$ cat config.mk
export PLATFORM = sky130hd
export DESIGN_NAME = sct_core_timing
export DESIGN_NICKNAME = d
export VERILOG_FILES = /design/src/sct_core_timing.v
export VERILOG_INCLUDE_DIRS = /design/src
export SDC_FILE = /design/constraint.sdc
export NUM_CORES = 1
export LEC_CHECK = 0
export BUFFER_PORTS_ARGS = -buffer_cell sky130_fd_sc_hd__buf_2
export CORE_ASPECT_RATIO = 1.4
export CORE_MARGIN = 1.5
export CORE_UTILIZATION = 55
export CTS_CLUSTER_SIZE = 16
export DETAILED_ROUTE_END_ITERATION = 12
export GPL_ROUTABILITY_DRIVEN = 0
export PLACE_DENSITY = 0.88
export SLEW_MARGIN = 30
export SYNTH_ARGS = -nofsm -noshare
export SYNTH_HDL_FRONTEND = slang
export SYNTH_SLANG_ARGS = --single-unit
$ cat constraint.sdc
create_clock -name sys_clk_i -period 2.92 [get_ports sys_clk_i]
set_clock_uncertainty 0.2 [all_clocks]
set_input_delay 0 -clock sys_clk_i [delete_from_list [all_inputs] [get_ports sys_clk_i]]
set_output_delay 0 -clock sys_clk_i [all_outputs]
set_load 0.05 [all_outputs]
$ cat src/sct_map.vh
/*
  address map, reset values, field positions and timing tables of the
  single-cycle core timing block.
  assumes it is included by bare name into the core timing module only.
*/
`ifndef SCT_MAP_VH
`define SCT_MAP_VH

// ----------------------------------------
// special function register offsets
// ----------------------------------------
`define SCT_SPL_ADDR 8'h81
`define SCT_DPL_ADDR 8'h82
`define SCT_DPH_ADDR 8'h83
`define SCT_DPP_ADDR 8'h84
`define SCT_PWR_ADDR 8'h87
`define SCT_DPC_ADDR 8'ha7
`define SCT_CFG_ADDR 8'haf
`define SCT_SPH_ADDR 8'hb7

// ----------------------------------------
// reset values
// ----------------------------------------
`define SCT_SPL_RST 8'h07
`define SCT_DPL_RST 8'h00
`define SCT_DPH_RST 8'h00
`define SCT_DPP_RST 8'h00
`define SCT_PWR_RST 8'h00
`define SCT_DPC_RST 8'h00
`define SCT_CFG_RST 8'h00
`define SCT_SPH_RST 8'h00

// ----------------------------------------
// field positions
// ----------------------------------------
`define SCT_PWR_ALE_OFF 4
`define SCT_CFG_EXT_SP 7

// ----------------------------------------
// opcodes with side effects
// ----------------------------------------
`define SCT_OP_PUSH 8'hc0
`define SCT_OP_POP 8'hd0
`define SCT_OP_LONG_CALL 8'h12
`define SCT_OP_RET 8'h22
`define SCT_OP_RETI 8'h32
`define SCT_OP_INCDP 8'ha3

// ----------------------------------------
// cycle counts
// ----------------------------------------
`define SCT_XMEM_BASE 5'd4
`define SCT_IRQ_CALL 5'd3
`define SCT_ABS_BRANCH 4'h3
// one nibble per high opcode nibble, nibble 0 lowest
`define SCT_TBL_L0 64'h4422_2233_3333_3331
`define SCT_TBL_L2 64'h4422_2222_2222_4433
`define SCT_TBL_L3 64'h4411_1344_3333_1111
`define SCT_TBL_L4 64'h1121_4929_9222_2211
`define SCT_TBL_L5 64'h2242_4123_3222_2222
`define SCT_TBL_RN 64'h1131_4212_2111_1111
`define SCT_IND_CMP 4'hb
`define SCT_IND_CYC 4'h2
`define SCT_CMP_CYC 4'h4

`endif

$ cat src/sct_core_timing.v
/*
  instruction timing sequencer of a single-cycle 8-bit core: cycle counts
  per opcode, address latch strobe, timer tick, stack and data pointer
  registers with their special function register port.
  assumes opcodes come from internal program memory, all inputs are
  synchronous to sys_clk_i, and sys_clk_i runs at twice the undivided
  core rate so that each core cycle has two halves.
*/
// Overview of operation
// - one machine cycle is one core clock; timers tick every core clock
// - single-cycle instruction: strobe high first half, low second half
// - multi-cycle instruction: strobe high only in first half of first cycle
// - code comes only from internal memory; no external fetch cycles
// - software programs wait states to suit external data memory speed; here they come from the external_wait_states_i input
// - external data transfer takes four core clocks plus one per wait state
// - add, add-carry, subtract: register one cycle, other operands two
// - data pointer increment: one byte, three cycles, carry into page byte
// - multiply and divide take nine cycles, one byte each
// - logic immediate to direct: three cycles; accumulator to direct: two
// - clear, complement, swap and rotates of accumulator take one cycle
// - code byte reads relative to pointer or counter take four cycles
// - loading data pointer with immediate takes three bytes, three cycles
// - direct-direct and immediate-direct moves three cycles; register-accumulator one
// - push and pop of a direct byte take two bytes and two cycles
// - calls and pushes pre-increment stack pointer; pops and returns post-decrement
// - accumulator exchange with indirect memory, nibble too, takes two cycles
// - carry clear, set, complement one cycle; direct bit operations two cycles
// - short, absolute and carry or accumulator conditional jumps take three cycles
// - indirect jump relative to data pointer: one byte, three cycles
// - return and return from interrupt take four cycles
// - long jump, long call and bit test branches take three cycles
// - interrupt-inserted long call takes three cycles
// - compare-branch and direct decrement-branch four cycles; register form three
// - divider setting zero runs the core at full rate
`timescale 1ns/1ps
`include "sct_map.vh"

module sct_core_timing #(
  parameter WAIT_W = 3,
  parameter DIV_W = 3
) (
  input wire sys_clk_i,
  input wire rst_n_i,
  input wire [DIV_W-1:0] clk_div_i,
  input wire [WAIT_W-1:0] external_wait_states_i,
  input wire [7:0] opcode_i,
  input wire opcode_valid_i,
  input wire irq_vector_i,
  input wire [7:0] sfr_addr_i,
  input wire sfr_wr_i,
  input wire sfr_rd_i,
  input wire [7:0] sfr_wdata_i,
  output wire opcode_ready_o,
  output wire irq_ack_o,
  output wire ale_o,
  output wire psen_n_o,
  output wire timer_tick_o,
  output wire [4:0] instr_cycles_o,
  output wire busy_o,
  output wire xmem_cycle_o,
  output wire [10:0] stack_addr_o,
  output wire [7:0] sfr_rdata_o
);

  // ----------------------------------------
  // core clock enable
  // ----------------------------------------
  reg [7:0] div_cnt_reg;
  reg phase_reg;
  wire [7:0] div_limit;
  wire half_tick;
  wire core_edge;

  // setting zero gives a half tick on every sys clock, the full rate
  assign div_limit = (8'h01 << clk_div_i) - 8'h01;
  // at or above the limit, so a smaller setting written mid-count cannot stall a full wrap
  assign half_tick = (div_cnt_reg >= div_limit);
  assign core_edge = half_tick & phase_reg;

  always @(posedge sys_clk_i or negedge rst_n_i) begin
    if (!rst_n_i) begin
      div_cnt_reg <= 8'h00;
      phase_reg <= 1'b0;
    end else begin
      if (half_tick) begin
        div_cnt_reg <= 8'h00;
        phase_reg <= ~phase_reg;
      end else begin
        div_cnt_reg <= div_cnt_reg + 8'h01;
      end
    end
  end

  // one machine cycle per core clock, so timers count every core edge
  assign timer_tick_o = core_edge;

  // ----------------------------------------
  // cycle count decode
  // ----------------------------------------
  function [3:0] nib;
    input [63:0] tbl;
    input [3:0] idx;
    begin
      nib = tbl[{idx, 2'b00} +: 4];
    end
  endfunction

  reg [3:0] base_cyc;
  reg [4:0] dec_cyc;
  wire [3:0] op_hi;
  wire [3:0] op_lo;
  wire is_xmem;

  assign op_hi = opcode_i[7:4];
  assign op_lo = opcode_i[3:0];
  assign is_xmem = (op_hi[3:1] == 3'b111) & ((op_lo == 4'h0) | (op_lo[3:1] == 3'b001));

  always @* begin
    case (op_lo)
      4'h0: base_cyc = nib(`SCT_TBL_L0, op_hi);
      4'h1: base_cyc = `SCT_ABS_BRANCH;
      4'h2: base_cyc = nib(`SCT_TBL_L2, op_hi);
      4'h3: base_cyc = nib(`SCT_TBL_L3, op_hi);
      4'h4: base_cyc = nib(`SCT_TBL_L4, op_hi);
      4'h5: base_cyc = nib(`SCT_TBL_L5, op_hi);
      4'h6, 4'h7: begin
        // indirect forms, exchange and nibble exchange included
        base_cyc = (op_hi == `SCT_IND_CMP) ? `SCT_CMP_CYC : `SCT_IND_CYC;
      end
      default: base_cyc = nib(`SCT_TBL_RN, op_hi);
    endcase
  end

  always @* begin
    if (is_xmem) begin
      // slow external memory is served by the stretch given on external_wait_states_i
      dec_cyc = `SCT_XMEM_BASE + {{(5-WAIT_W){1'b0}}, external_wait_states_i};
    end else begin
      dec_cyc = {1'b0, base_cyc};
    end
  end

  // ----------------------------------------
  // issue sequencer
  // ----------------------------------------
  reg [4:0] left_reg;
  reg first_reg;
  reg [4:0] cyc_reg;
  reg xmem_reg;
  wire slot_free;
  wire take_irq;
  wire take_op;
  wire [4:0] new_cyc;

  // the last cycle of an instruction is also the issue slot of the next
  assign slot_free = core_edge & (left_reg <= 5'd1);
  assign take_irq = slot_free & irq_vector_i;
  assign take_op = slot_free & ~irq_vector_i & opcode_valid_i;
  assign opcode_ready_o = slot_free & ~irq_vector_i;
  assign irq_ack_o = take_irq;
  assign new_cyc = take_irq ? `SCT_IRQ_CALL : dec_cyc;

  always @(posedge sys_clk_i or negedge rst_n_i) begin
    if (!rst_n_i) begin
      left_reg <= 5'd0;
      first_reg <= 1'b0;
      cyc_reg <= 5'd0;
      xmem_reg <= 1'b0;
    end else if (core_edge) begin
      if (take_irq | take_op) begin
        left_reg <= new_cyc;
        first_reg <= 1'b1;
        cyc_reg <= new_cyc;
        xmem_reg <= take_op & is_xmem;
      end else begin
        left_reg <= (left_reg == 5'd0) ? 5'd0 : left_reg - 5'd1;
        first_reg <= 1'b0;
        if (left_reg <= 5'd1) begin
          xmem_reg <= 1'b0;
        end
      end
    end
  end

  assign busy_o = (left_reg != 5'd0);
  assign instr_cycles_o = cyc_reg;
  assign xmem_cycle_o = xmem_reg;

  // ----------------------------------------
  // address latch strobe and program store enable
  // ----------------------------------------
  reg [7:0] pwr_reg;

  // high in the first half of the first cycle only; back-to-back
  // single-cycle instructions therefore toggle it at core rate
  assign ale_o = first_reg & ~phase_reg & ~pwr_reg[`SCT_PWR_ALE_OFF];

  // there is no external code space, so the fetch strobe never asserts
  assign psen_n_o = 1'b1;

  // ----------------------------------------
  // stack pointer and data pointer
  // ----------------------------------------
  reg [10:0] sp_reg;
  reg [10:0] sp_next;
  reg [10:0] sa_reg;
  reg [10:0] sa_next;
  reg [23:0] dp_reg;
  reg [23:0] dp_next;
  reg [7:0] dpc_reg;
  reg [7:0] cfg_reg;
  wire ext_sp;
  wire is_push;
  wire is_pop;
  wire is_call;
  wire is_ret;
  localparam [15:0] SP_RST_VAL = {`SCT_SPH_RST, `SCT_SPL_RST};

  assign ext_sp = cfg_reg[`SCT_CFG_EXT_SP];
  assign is_push = take_op & (opcode_i == `SCT_OP_PUSH);
  assign is_pop = take_op & (opcode_i == `SCT_OP_POP);
  assign is_call = take_irq | (take_op & ((opcode_i == `SCT_OP_LONG_CALL) |
                   ((op_lo == 4'h1) & op_hi[0])));
  assign is_ret = take_op & ((opcode_i == `SCT_OP_RET) | (opcode_i == `SCT_OP_RETI));

  // without the extension the pointer wraps inside the 256-byte page
  function [10:0] sp_add;
    input [10:0] sp;
    input [10:0] d;
    input ext;
    reg [10:0] s;
    begin
      s = sp + d;
      sp_add = ext ? s : {3'b000, s[7:0]};
    end
  endfunction

  always @* begin
    sp_next = sp_reg;
    sa_next = sa_reg;
    dp_next = dp_reg;
    if (sfr_wr_i) begin
      if (sfr_addr_i == `SCT_SPL_ADDR) begin
        sp_next[7:0] = sfr_wdata_i;
      end
      if ((sfr_addr_i == `SCT_SPH_ADDR) & ext_sp) begin
        sp_next[10:8] = sfr_wdata_i[2:0];
      end
      if (sfr_addr_i == `SCT_DPL_ADDR) begin
        dp_next[7:0] = sfr_wdata_i;
      end
      if (sfr_addr_i == `SCT_DPH_ADDR) begin
        dp_next[15:8] = sfr_wdata_i;
      end
      if (sfr_addr_i == `SCT_DPP_ADDR) begin
        dp_next[23:16] = sfr_wdata_i;
      end
    end
    // an instruction issued in the same cycle wins over a port write
    if (is_push) begin
      sp_next = sp_add(sp_reg, 11'd1, ext_sp);
      sa_next = sp_next;
    end else if (is_call) begin
      sp_next = sp_add(sp_reg, 11'd2, ext_sp);
      sa_next = sp_add(sp_reg, 11'd1, ext_sp);
    end else if (is_pop) begin
      sa_next = sp_reg;
      sp_next = sp_add(sp_reg, 11'h7ff, ext_sp);
    end else if (is_ret) begin
      sa_next = sp_reg;
      sp_next = sp_add(sp_reg, 11'h7fe, ext_sp);
    end
    if (take_op & (opcode_i == `SCT_OP_INCDP)) begin
      dp_next = dp_reg + 24'h000001;
    end
  end

  // ----------------------------------------
  // register port
  // ----------------------------------------
  reg [7:0] rdata_reg;
  reg [7:0] rdata_next;

  always @* begin
    case (sfr_addr_i)
      `SCT_SPL_ADDR: rdata_next = sp_reg[7:0];
      `SCT_DPL_ADDR: rdata_next = dp_reg[7:0];
      `SCT_DPH_ADDR: rdata_next = dp_reg[15:8];
      `SCT_DPP_ADDR: rdata_next = dp_reg[23:16];
      `SCT_PWR_ADDR: rdata_next = pwr_reg;
      `SCT_DPC_ADDR: rdata_next = dpc_reg;
      `SCT_CFG_ADDR: rdata_next = cfg_reg;
      `SCT_SPH_ADDR: rdata_next = ext_sp ? {5'b00000, sp_reg[10:8]} : 8'h00;
      default: rdata_next = 8'h00;
    endcase
  end

  always @(posedge sys_clk_i or negedge rst_n_i) begin
    if (!rst_n_i) begin
      sp_reg <= SP_RST_VAL[10:0];
      sa_reg <= 11'h000;
      dp_reg <= {`SCT_DPP_RST, `SCT_DPH_RST, `SCT_DPL_RST};
      pwr_reg <= `SCT_PWR_RST;
      dpc_reg <= `SCT_DPC_RST;
      cfg_reg <= `SCT_CFG_RST;
      rdata_reg <= 8'h00;
    end else begin
      sp_reg <= sp_next;
      sa_reg <= sa_next;
      dp_reg <= dp_next;
      if (sfr_wr_i & (sfr_addr_i == `SCT_PWR_ADDR)) begin
        pwr_reg <= sfr_wdata_i;
      end
      if (sfr_wr_i & (sfr_addr_i == `SCT_DPC_ADDR)) begin
        dpc_reg <= sfr_wdata_i;
      end
      if (sfr_wr_i & (sfr_addr_i == `SCT_CFG_ADDR)) begin
        cfg_reg <= sfr_wdata_i;
      end
      if (sfr_rd_i) begin
        rdata_reg <= rdata_next;
      end
    end
  end

  assign stack_addr_o = sa_reg;
  assign sfr_rdata_o = rdata_reg;

endmodule

==> After elaboration in Yosys (flattened, before gate mapping) <==
Cells that the tools add are included.
{ "word_totals": {"in_bits": 36, "output_inout_bits": 31, "word_cells": 137, "regBits": 99} }
{ "classes": {"add_sub_neg": 9, "bitwise_logic": 27, "reduce_logical": 20, "muxes": 32, "n_shift": 7, "magnitude_cmp": 2, "n_eq_ne": 24} }
{ "op_table": {"columns": ["cell", "count"], "rows": [
  ["$shiftx 64x7->4 const A", 6],
  ["$mux 11", 13],
  ["$eq 8x8->1 const B", 11],
  ["$pmux 8 s8", 1],
  ["$mux 24", 2],
  ["$mux 8", 5],
  ["$pmux 4 s7", 1],
  ["$add 24x1->24 const B", 1],
  ["$add 11x11->11 const B", 2],
  ["$reduce_bool 5->1", 4],
  ["$and 1x1->1", 19],
  ["$eq 4x3->1 const B", 4],
  ["$eq 8x6->1 const B", 2],
  ["$mux 5", 3],
  ["$reduce_and 2->1", 7],
  ["$add 11x1->11 const B", 1],
  ["$add 11x2->11 const B", 1],
  ["$reduce_bool 2->1", 5],
  ["$mux 3", 3],
  ["$add 8x1->8 const B", 1],
  ["$eq 4x2->1 const B", 2],
  ["$eq 8x5->1 const B", 1],
  ["$ge 8x8->1", 1],
  ["$shl 1x3->8 const A", 1],
  ["16 further kinds", 24]
]} }

==> Depth between registers and ports, before layout <==
Gate-level depths: netlist of run 1.
{ "logic_depth": {"word_depth": 12, "mapped_depth": 12, "ltp_nobuf": 9} }

==> Worst setup path after synthesis of run 1 <==
No wires, ideal clock.
{ "synth_path": {"path_kind": "reg2reg", "start": "register div_cnt_reg[0]", "end": "register left_reg[1]", "setup_time_ns": 0.124, "arrival_ns": 2.488, "t_required_ns": 2.596, "path_stages_with_launch": 11, "synth_period_minus_slack_ns": 2.812, "path_buffers": 1, "setup_slack_ns": 0.108, "path_cell_list": "dfrtp_1 inv_1 ha_1 nand2b_1 a2111oi_0 o31a_1 clkbuf_1 nor2_1 a22oi_1 a31oi_1 a211o_1"} }
{ "synth_via": {"elab_chain_len": 7, "elab_cells_between_ends": 9, "classes_between": "order compare: 1; mux: 2; bitwise: 6"} }
{ "synth_rtl": {"columns": ["item", "line_no", "text"], "rows": [
  ["start, declared", "sct_core_timing.v:68", "reg [7:0] div_cnt_reg;"],
  ["start signal, assigned", "sct_core_timing.v:89", "div_cnt_reg <= div_cnt_reg + 8'h01;"],
  ["$ge 8x8->1 *", "sct_core_timing.v:77", "assign half_tick = (div_cnt_reg >= div_limit);"],
  ["$and 1x1->1 *", "sct_core_timing.v:78", "assign core_edge = half_tick & phase_reg;"],
  ["$and 1x1->1", "sct_core_timing.v:156", "assign slot_free = core_edge & (left_reg <= 5'd1);"],
  ["$and 1x1->1 (2 in series)", "sct_core_timing.v:158", "assign take_op = slot_free & ~irq_vector_i & opcode_valid_i;"],
  ["$or 1x1->1", "sct_core_timing.v:170", "if (take_irq | take_op) begin"],
  ["$mux 5", "sct_core_timing.v:170", null],
  ["end signal, assigned", "sct_core_timing.v:171", "left_reg <= new_cyc;"],
  ["end signal, assigned", "sct_core_timing.v:176", "left_reg <= (left_reg == 5'd0) ? 5'd0 : left_reg - 5'd1;"],
  ["end, declared", "sct_core_timing.v:146", "reg [4:0] left_reg;"]
]} }
Mark *: on every way between the ends. The rest lies on a longest branch, timed or not.
A chain may end at the register's enable or synchronous reset.

==> Worst setup path in the final report of run 1 <==
{ "layout_path": {"start": "register div_cnt_reg[0]", "end": "register sp_reg[5]"} }
{ "layout_via": {"elab_chain_len": 10, "elab_cells_between_ends": 18, "classes_between": "order compare: 1; mux: 4; bitwise: 10; reduce/logical: 3"} }
{ "layout_rtl": {"columns": ["item", "line_no", "text"], "rows": [
  ["$ge 8x8->1 *", "sct_core_timing.v:77", null],
  ["$and 1x1->1 *", "sct_core_timing.v:78", null],
  ["$and 1x1->1 *", "sct_core_timing.v:156", null],
  ["$and 1x1->1 (2 in series)", "sct_core_timing.v:158", null],
  ["$and 1x1->1", "sct_core_timing.v:224", "assign is_ret = take_op & ((opcode_i == `SCT_OP_RET) | (opcode_i == `SCT_OP_RETI));"],
  ["$mux 11", "sct_core_timing.v:269", "end else if (is_ret) begin"],
  ["$mux 11", "sct_core_timing.v:266", "end else if (is_pop) begin"],
  ["$mux 11", "sct_core_timing.v:263", "end else if (is_call) begin"],
  ["$mux 11", "sct_core_timing.v:260", "if (is_push) begin"],
  ["end signal, assigned", "sct_core_timing.v:300", "sp_reg <= SP_RST_VAL[10:0];"],
  ["end signal, assigned", "sct_core_timing.v:308", "sp_reg <= sp_next;"],
  ["end, declared", "sct_core_timing.v:204", "reg [10:0] sp_reg;"]
]} }
Marked as above.

==> flow_summary.ini, run 1 <==
[clocking]
path_clk_slew_ps = 70
htree_levels = 3
root_buffer = clkbuf_16
cts_made_buffers = 9
clock-sinks = 98
clockBufferDepth = 2
clk_latency_ps = 350
cts_tree = done

[sta]
period_minus_slack_ps = 2960
worstMarginPinSlew_ps = 755
report.final.slew_viol_count = 0
setup_violations = 4
fmax_ghz = 0.338
holdWs_ps = -21.6
grt_setup_unrepaired = true
slew_headroom_pct = 49.2
period_share_pct = 101
finalHoldViolations = 35
fin_ws_ps = -39.2

[final_layout]
design_area_um2 = 8360
num_antenna_cells = 0
nets = 995
largest_reg_flops = 24
area_growth_syn_to_layout_pct = 19.5
drive_gt1_share_pct = 22.6
final_util_pct = 67.6

[min_path]
hold_class = in2async

[setup_path]
worstSetupEndpointType = flop
cp_max_fo = 4
r2r_setup_slack_ps = -40
reg2reg_to = sp_reg[5]$_DFFE_PN0P_
arrival_ps = 2970
crit_type = reg2reg
setup.worst_path.start_class = flop
startpoint = div_cnt_reg[0]$_DFF_PN0_
crit_required_ps = 2930
r2r-start = div_cnt_reg[0]$_DFF_PN0_
reg2regPathDepth = 11

[route]
drt_pre_antenna_iters = 6
vias = 7414
drt_iter0_drc = 865
drcViolationCount = 0
vias_per_cell = 6.76
wl_um = 21900
drtAntennaViolNets = 0
wl_per_cell_um = 19.9

[synthesis]
synth_top_family_by_area = simple AND/OR/NAND/NOR gates
synth_top_area_share_pct = 34.0
synth_edf_count = 0
synth_top_cells_by_area = dfrtp_1, mux2_2, nor2_1
synth_compound_gate_area_share_pct = 24.2
synthTopCellsByCount = dfrtp_1, nor2_1, nand2_1
synthMostInstantiatedCell = dfrtp_1
synth_xor_area_share_pct = 3.00
syn_area_per_cell_um2 = 8.39
yosysWarningCount = 0
ys.flop_type = dfrtp_1
yosysSeqAreaShare_pct = 35.1
async_flop_share_pct = 100
netlist_area_um2 = 7000
ys_types = 80
synth_cells = 834
synth.area.mux_share_pct = 5.26
synthSimpleGateAreaFrac_pct = 24.4
synth_seq_cells = 98
synthAdderAreaFrac_pct = 3.04
synth_top_area_cell = dfrtp_1

[job]
maxCapViolCount = 0

[grt]
antenna_found_initial = 0
first_global_vias = 7035
grt_overflow = 0
grt_max_degree = 47
grt_pass1_wl_um = 34300
grt_use_total_pct = 31.8

[power]
internal-power_mw = 3.23
p_per_area_nw_per_um2 = 671
irDropWorstVdd_uv = 711
switchingPower_mw = 2.39
clockPowerShare_pct = 22.3
power_frac_comb_pct = 42.2
switching_share_pct = 42.5
power_frac_seq_pct = 35.5
power_mw = 5.61
p_leak_nw = 3.67

[placement]
io_buffers = 64
place_area_um2 = 7730
hpwl_um = 14900

[die]
core_area_um2 = 12400
die-area_um2 = 13400
dieWidth_um = 98.3
start_util_pct = 56.5
die_y_um = 136
io_pins = 67
num_rows = 48

[run_status]
violations = hold timing, setup timing
status = complete, but fails checks
-- timing repair --
action                                  4_1_cts  5_1_grt
resized for setup                             4       18
pin swaps                                     1       14
hold buffers                                 16        0
setup buffers                                 0        8
hold endpoints to repair                    112        0
endpoints found under the setup margin       10       34
cloned                                        0        1
-- worst max-delay path: stages (launching register included) --
cell	delay, ps
dfrtp_1	350
inv_1	40
ha_1	280
nand2b_1	140
a2111oi_2	70
buf_4	160
buf_4	140
o31ai_2	400
o21ai_0	230
or3_1	430
nor3_1	300
a211oi_1	90
-- cells in the final DEF, fill, tap and decap left out, types with 10 or more instances in the layout --
cell / Yosys / routed
a21oi_1: 42 / 41
buf_2: 5 / 63
ha_1: 17 / 17
or3_1: 12 / 11
o21ai_0: 49 / 48
o22ai_1: 17 / 17
nand3_1: 43 / 43
xor2_1: 13 / 13
nor4_1: 13 / 13
nand2b_1: 13 / 13
inv_1: 27 / 27
dfrtp_1: 95 / 95
and3_1: 13 / 12
xnor2_1: 11 / 11
nand2_1: 74 / 73
a211oi_1: 21 / 20
nor2_1: 87 / 86
nor2b_1: 10 / 10
dlygate4sd3_1: 0 / 16
nor3_1: 28 / 26
mux2_2: 30 / 30
buf_4: 2 / 67
a22oi_1: 11 / 10
-- area by class of cell --
type                            instances  area, um2
Sequential cell                        98       2460
Clock buffer                            9        225
Fill cell                             956       4010
Clock inverter                          7       81.3
Inverter                               27        101
Multi-Input combinational cell        658       4310
Tap cell                              150        188
Timing Repair Buffer                  148       1000
-- logic make-up (layout without fill, tap and decap cells) --
family | count (synthesis) | count (layout)
compound gates | 245 | 246
xor+xnor | 24 | 24
fa+ha+maj | 17 | 17
buf+inv | 80 | 191
flops | 98 | 98
mux | 33 | 33
other cells | 2 | 3
simple gates | 335 | 335
-- metal layers --
| metal | vias up | GRT usage [%] | part of all wire (%) |
|---|---|---|---|
| li1 | 3318 | - | - |
| met1 | 3440 | 38.0 | 35 |
| met2 | 517 | 54.5 | 48 |
| met3 | 139 | 4.47 | 9.8 |
| met4 | 0 | 18.9 | 6.5 |
| met5 | - | 0 | 0 |
-- power by group through the flow --
stage,logic [mW],registers [mW],clock network (mW)
floorplan,1.30,2.06,0
global placement,2.07,1.99,0
detailed placement,2.13,2.00,0
CTS,2.18,1.97,1.26
global route,2.53,2.03,1.31
finish,2.37,1.99,1.25
-- worst max-delay path by stage --
stage                              endpoint  slack, ps  depth (start not counted)
floorplan           left_reg[1]$_DFFE_PN0P_        110                         10
global placement     dp_reg[13]$_DFFE_PN0P_        -40                         12
detailed placement   dp_reg[14]$_DFFE_PN0P_       -200                         12
CTS                   sp_reg[4]$_DFFE_PN0P_          3                          8
global route        left_reg[0]$_DFFE_PN0P_       -100                         11
finish                sp_reg[5]$_DFFE_PN0P_        -40                         11
-- stage by stage --
stage | setup TNS (ps) | setup slack [ps] | std cells
2_1_floorplan | 0 | 108 | 835
3_3_place_gp | -149 | -42.3 | 1056
3_5_place_dp | -2140 | -202 | 1056
4_1_cts | 0 | 3.28 | 1088
5_1_grt | -826 | -99.8 | 1097
6_report | -85.4 | -39.2 | 1097
Power figures use the tool's default switching activity.
==> run 2, diff against run 1 <==
--- a/config.mk
+++ b/config.mk
@@ -9,11 +9,12 @@
 export BUFFER_PORTS_ARGS = -buffer_cell sky130_fd_sc_hd__buf_2
 export CORE_ASPECT_RATIO = 1.4
 export CORE_MARGIN = 1.5
-export CORE_UTILIZATION = 55
+export CORE_UTILIZATION = 56
+export CTS_BUF_LIST = sky130_fd_sc_hd__clkbuf_4 sky130_fd_sc_hd__clkbuf_8
 export CTS_CLUSTER_SIZE = 16
 export DETAILED_ROUTE_END_ITERATION = 12
 export GPL_ROUTABILITY_DRIVEN = 0
-export PLACE_DENSITY = 0.88
+export PLACE_DENSITY = 0.89
 export SLEW_MARGIN = 30
 export SYNTH_ARGS = -nofsm -noshare
 export SYNTH_HDL_FRONTEND = slang
==> run 2 against run 1 <==
Net effect:
- the run ends with hold timing left
- die area shrank 1.7%
- cell count stayed put
- clock power down 31%
- combinational power is 3% lower
- core utilization fell by 0.12 points
==> flow_summary.ini, run 2 (same netlist as run 1, synthesis figures left out) <==
[run_status]
violations = hold timing
status = complete, but fails checks

[final_layout]
fillers = 951
final_util_pct = 67.5
final_common_cell = dfrtp_1
multiInputGateArea_um2 = 4310
instances_no_fill = 1097
num_antenna_cells = 0
largest_reg_flops = 24
nets = 995
mostFrequentLayoutCells = dfrtp_1, nor2_1, nand2_1
design_area_um2 = 8270
area_growth_syn_to_layout_pct = 18.2
drive_gt1_share_pct = 22.5
seq_area_um2 = 2460

[clocking]
clockBufferDepth = 2
cts_made_buffers = 9
htree_levels = 3
path_clk_slew_ps = 110
clk_latency_ps = 390
root_buffer = clkbuf_8
clock-sinks = 98
cts_tree = done

[route]
vias_per_cell = 6.72
vias = 7375
wl_per_cell_um = 19.3
wl_um = 21200
drcViolationCount = 0
drt_iter0_drc = 1152
drt_pre_antenna_iters = 9
drtAntennaViolNets = 0

[power]
p_per_area_nw_per_um2 = 628
p_leak_nw = 3.63
irDropWorstVdd_uv = 547
power_mw = 5.19

[sta]
worstMarginPinSlew_ps = 702
fin_ws_ps = 95.1
holdWs_ps = -20.2
finalHoldViolations = 14
period_minus_slack_ps = 2820
setup_violations = 0
report.final.slew_viol_count = 0
fmax_ghz = 0.354
period_share_pct = 96.7
slew_headroom_pct = 53.1

[placement]
pre_cts_slack_ps = -177
io_buffers = 64
hpwl_um = 14900
placed_cells_incl_taps = 1057
place_area_um2 = 7740

[die]
die-area_um2 = 13200
num_rows = 48
core_area_um2 = 12300
die_y_um = 135
dieWidth_um = 97.5
start_util_pct = 57.1
io_pins = 67

[setup_path]
crit_required_ps = 3050
reg2reg_to = sp_reg[2]$_DFFE_PN1P_
reg2regPathDepth = 10
arrival_ps = 2950
r2r_setup_slack_ps = 100
r2r-start = div_cnt_reg[6]$_DFF_PN0_
crit_type = reg2reg
setup.worst_path.start_class = flop
worstSetupEndpointType = flop
cp_max_fo = 7

[job]
maxCapViolCount = 0

[grt]
grt_pass1_wl_um = 34100
grt_max_degree = 53
first_global_vias = 6902
grt_overflow = 0
antenna_found_initial = 0
grt_use_total_pct = 31.9

[min_path]
hold_class = in2async
## run 2: changes by cell type in the layout (fill, tap and decap cells not counted), sizes merged
cell / before / now
buf: 132 / 131
bufinv: 1 / 0
clkbuf: 9 / 10
clkdlybuf4s15: 0 / 1
clkinv: 2 / 3
clkinvlp: 0 / 1
inv: 31 / 30
o31ai: 5 / 4
## run 2: how the worst max path moves through the flow
| stage | startpoint | end | slack [ps] | cells after the start |
|---|---|---|---|---|
| 3_5_place_dp | clk_div_i[0] | dp_reg[14]$_DFFE_PN0P_ | -180 | 12 |
| 2_1_floorplan | div_cnt_reg[0]$_DFF_PN0_ | left_reg[1]$_DFFE_PN0P_ | 110 | 10 |
| 6_report | div_cnt_reg[6]$_DFF_PN0_ | sp_reg[2]$_DFFE_PN1P_ | 100 | 10 |
| 4_1_cts | div_cnt_reg[6]$_DFF_PN0_ | sp_reg[5]$_DFFE_PN0P_ | 20 | 8 |
| 3_3_place_gp | clk_div_i[0] | dp_reg[13]$_DFFE_PN0P_ | -80 | 12 |
| 5_1_grt | div_cnt_reg[0]$_DFF_PN0_ | dp_reg[13]$_DFFE_PN0P_ | -70 | 12 |
## run 2: report_power, final
part	leakage (nW)	switching (mW)	internal [mW]
sequential	1.30	0.392	1.63
combinational	2.23	1.39	0.915
clock	0.0936	0.540	0.326
## run 2: timing repair
item                       in CTS  in global routing
hold buffers                   16                  0
setup endpoints to repair      10                 42
pin swaps                       2                 13
hold endpoints to repair      122                  0
gates resized for setup         3                 25
buffers inserted                2                  5
cloned                          0                  1
## run 2: layer usage
layer  vias to the layer above  track usage [%]  part of all wire [%]
met4                         0             19.2                   6.0
li1                       3322                -                     -
met1                      3433             38.1                    37
met3                       136             4.90                   8.8
met2                       484             54.1                    49
met5                         -                0                     0
## run 2: area by class of cell
| type | instances | area share [%] |
|---|---|---|
| Timing Repair Buffer | 149 | 12.4 |
| Tap cell | 150 | 2.27 |
| Sequential cell | 98 | 29.7 |
| Inverter | 27 | 1.23 |
| Clock inverter | 7 | 0.742 |
| Clock buffer | 9 | 1.50 |
| Multi-Input combinational cell | 657 | 52.1 |
## run 2: per-stage QoR
step	hold slack, ps	TNS [ps]
3_3_place_gp	-119	-384
2_1_floorplan	-496	0
6_report	-20.2	0
4_1_cts	0.775	0
5_1_grt	63.8	-233
3_5_place_dp	-113	-1960
## run 2: worst max-delay path: stages (launching register included)
cell       delay [ps]
dfrtp_1           430
ha_1              320
nand4_1           190
buf_4             210
o31ai_4           190
buf_4             200
a2bb2oi_1         100
buf_4             190
o21bai_1          180
mux2_2            300
a221o_1           260
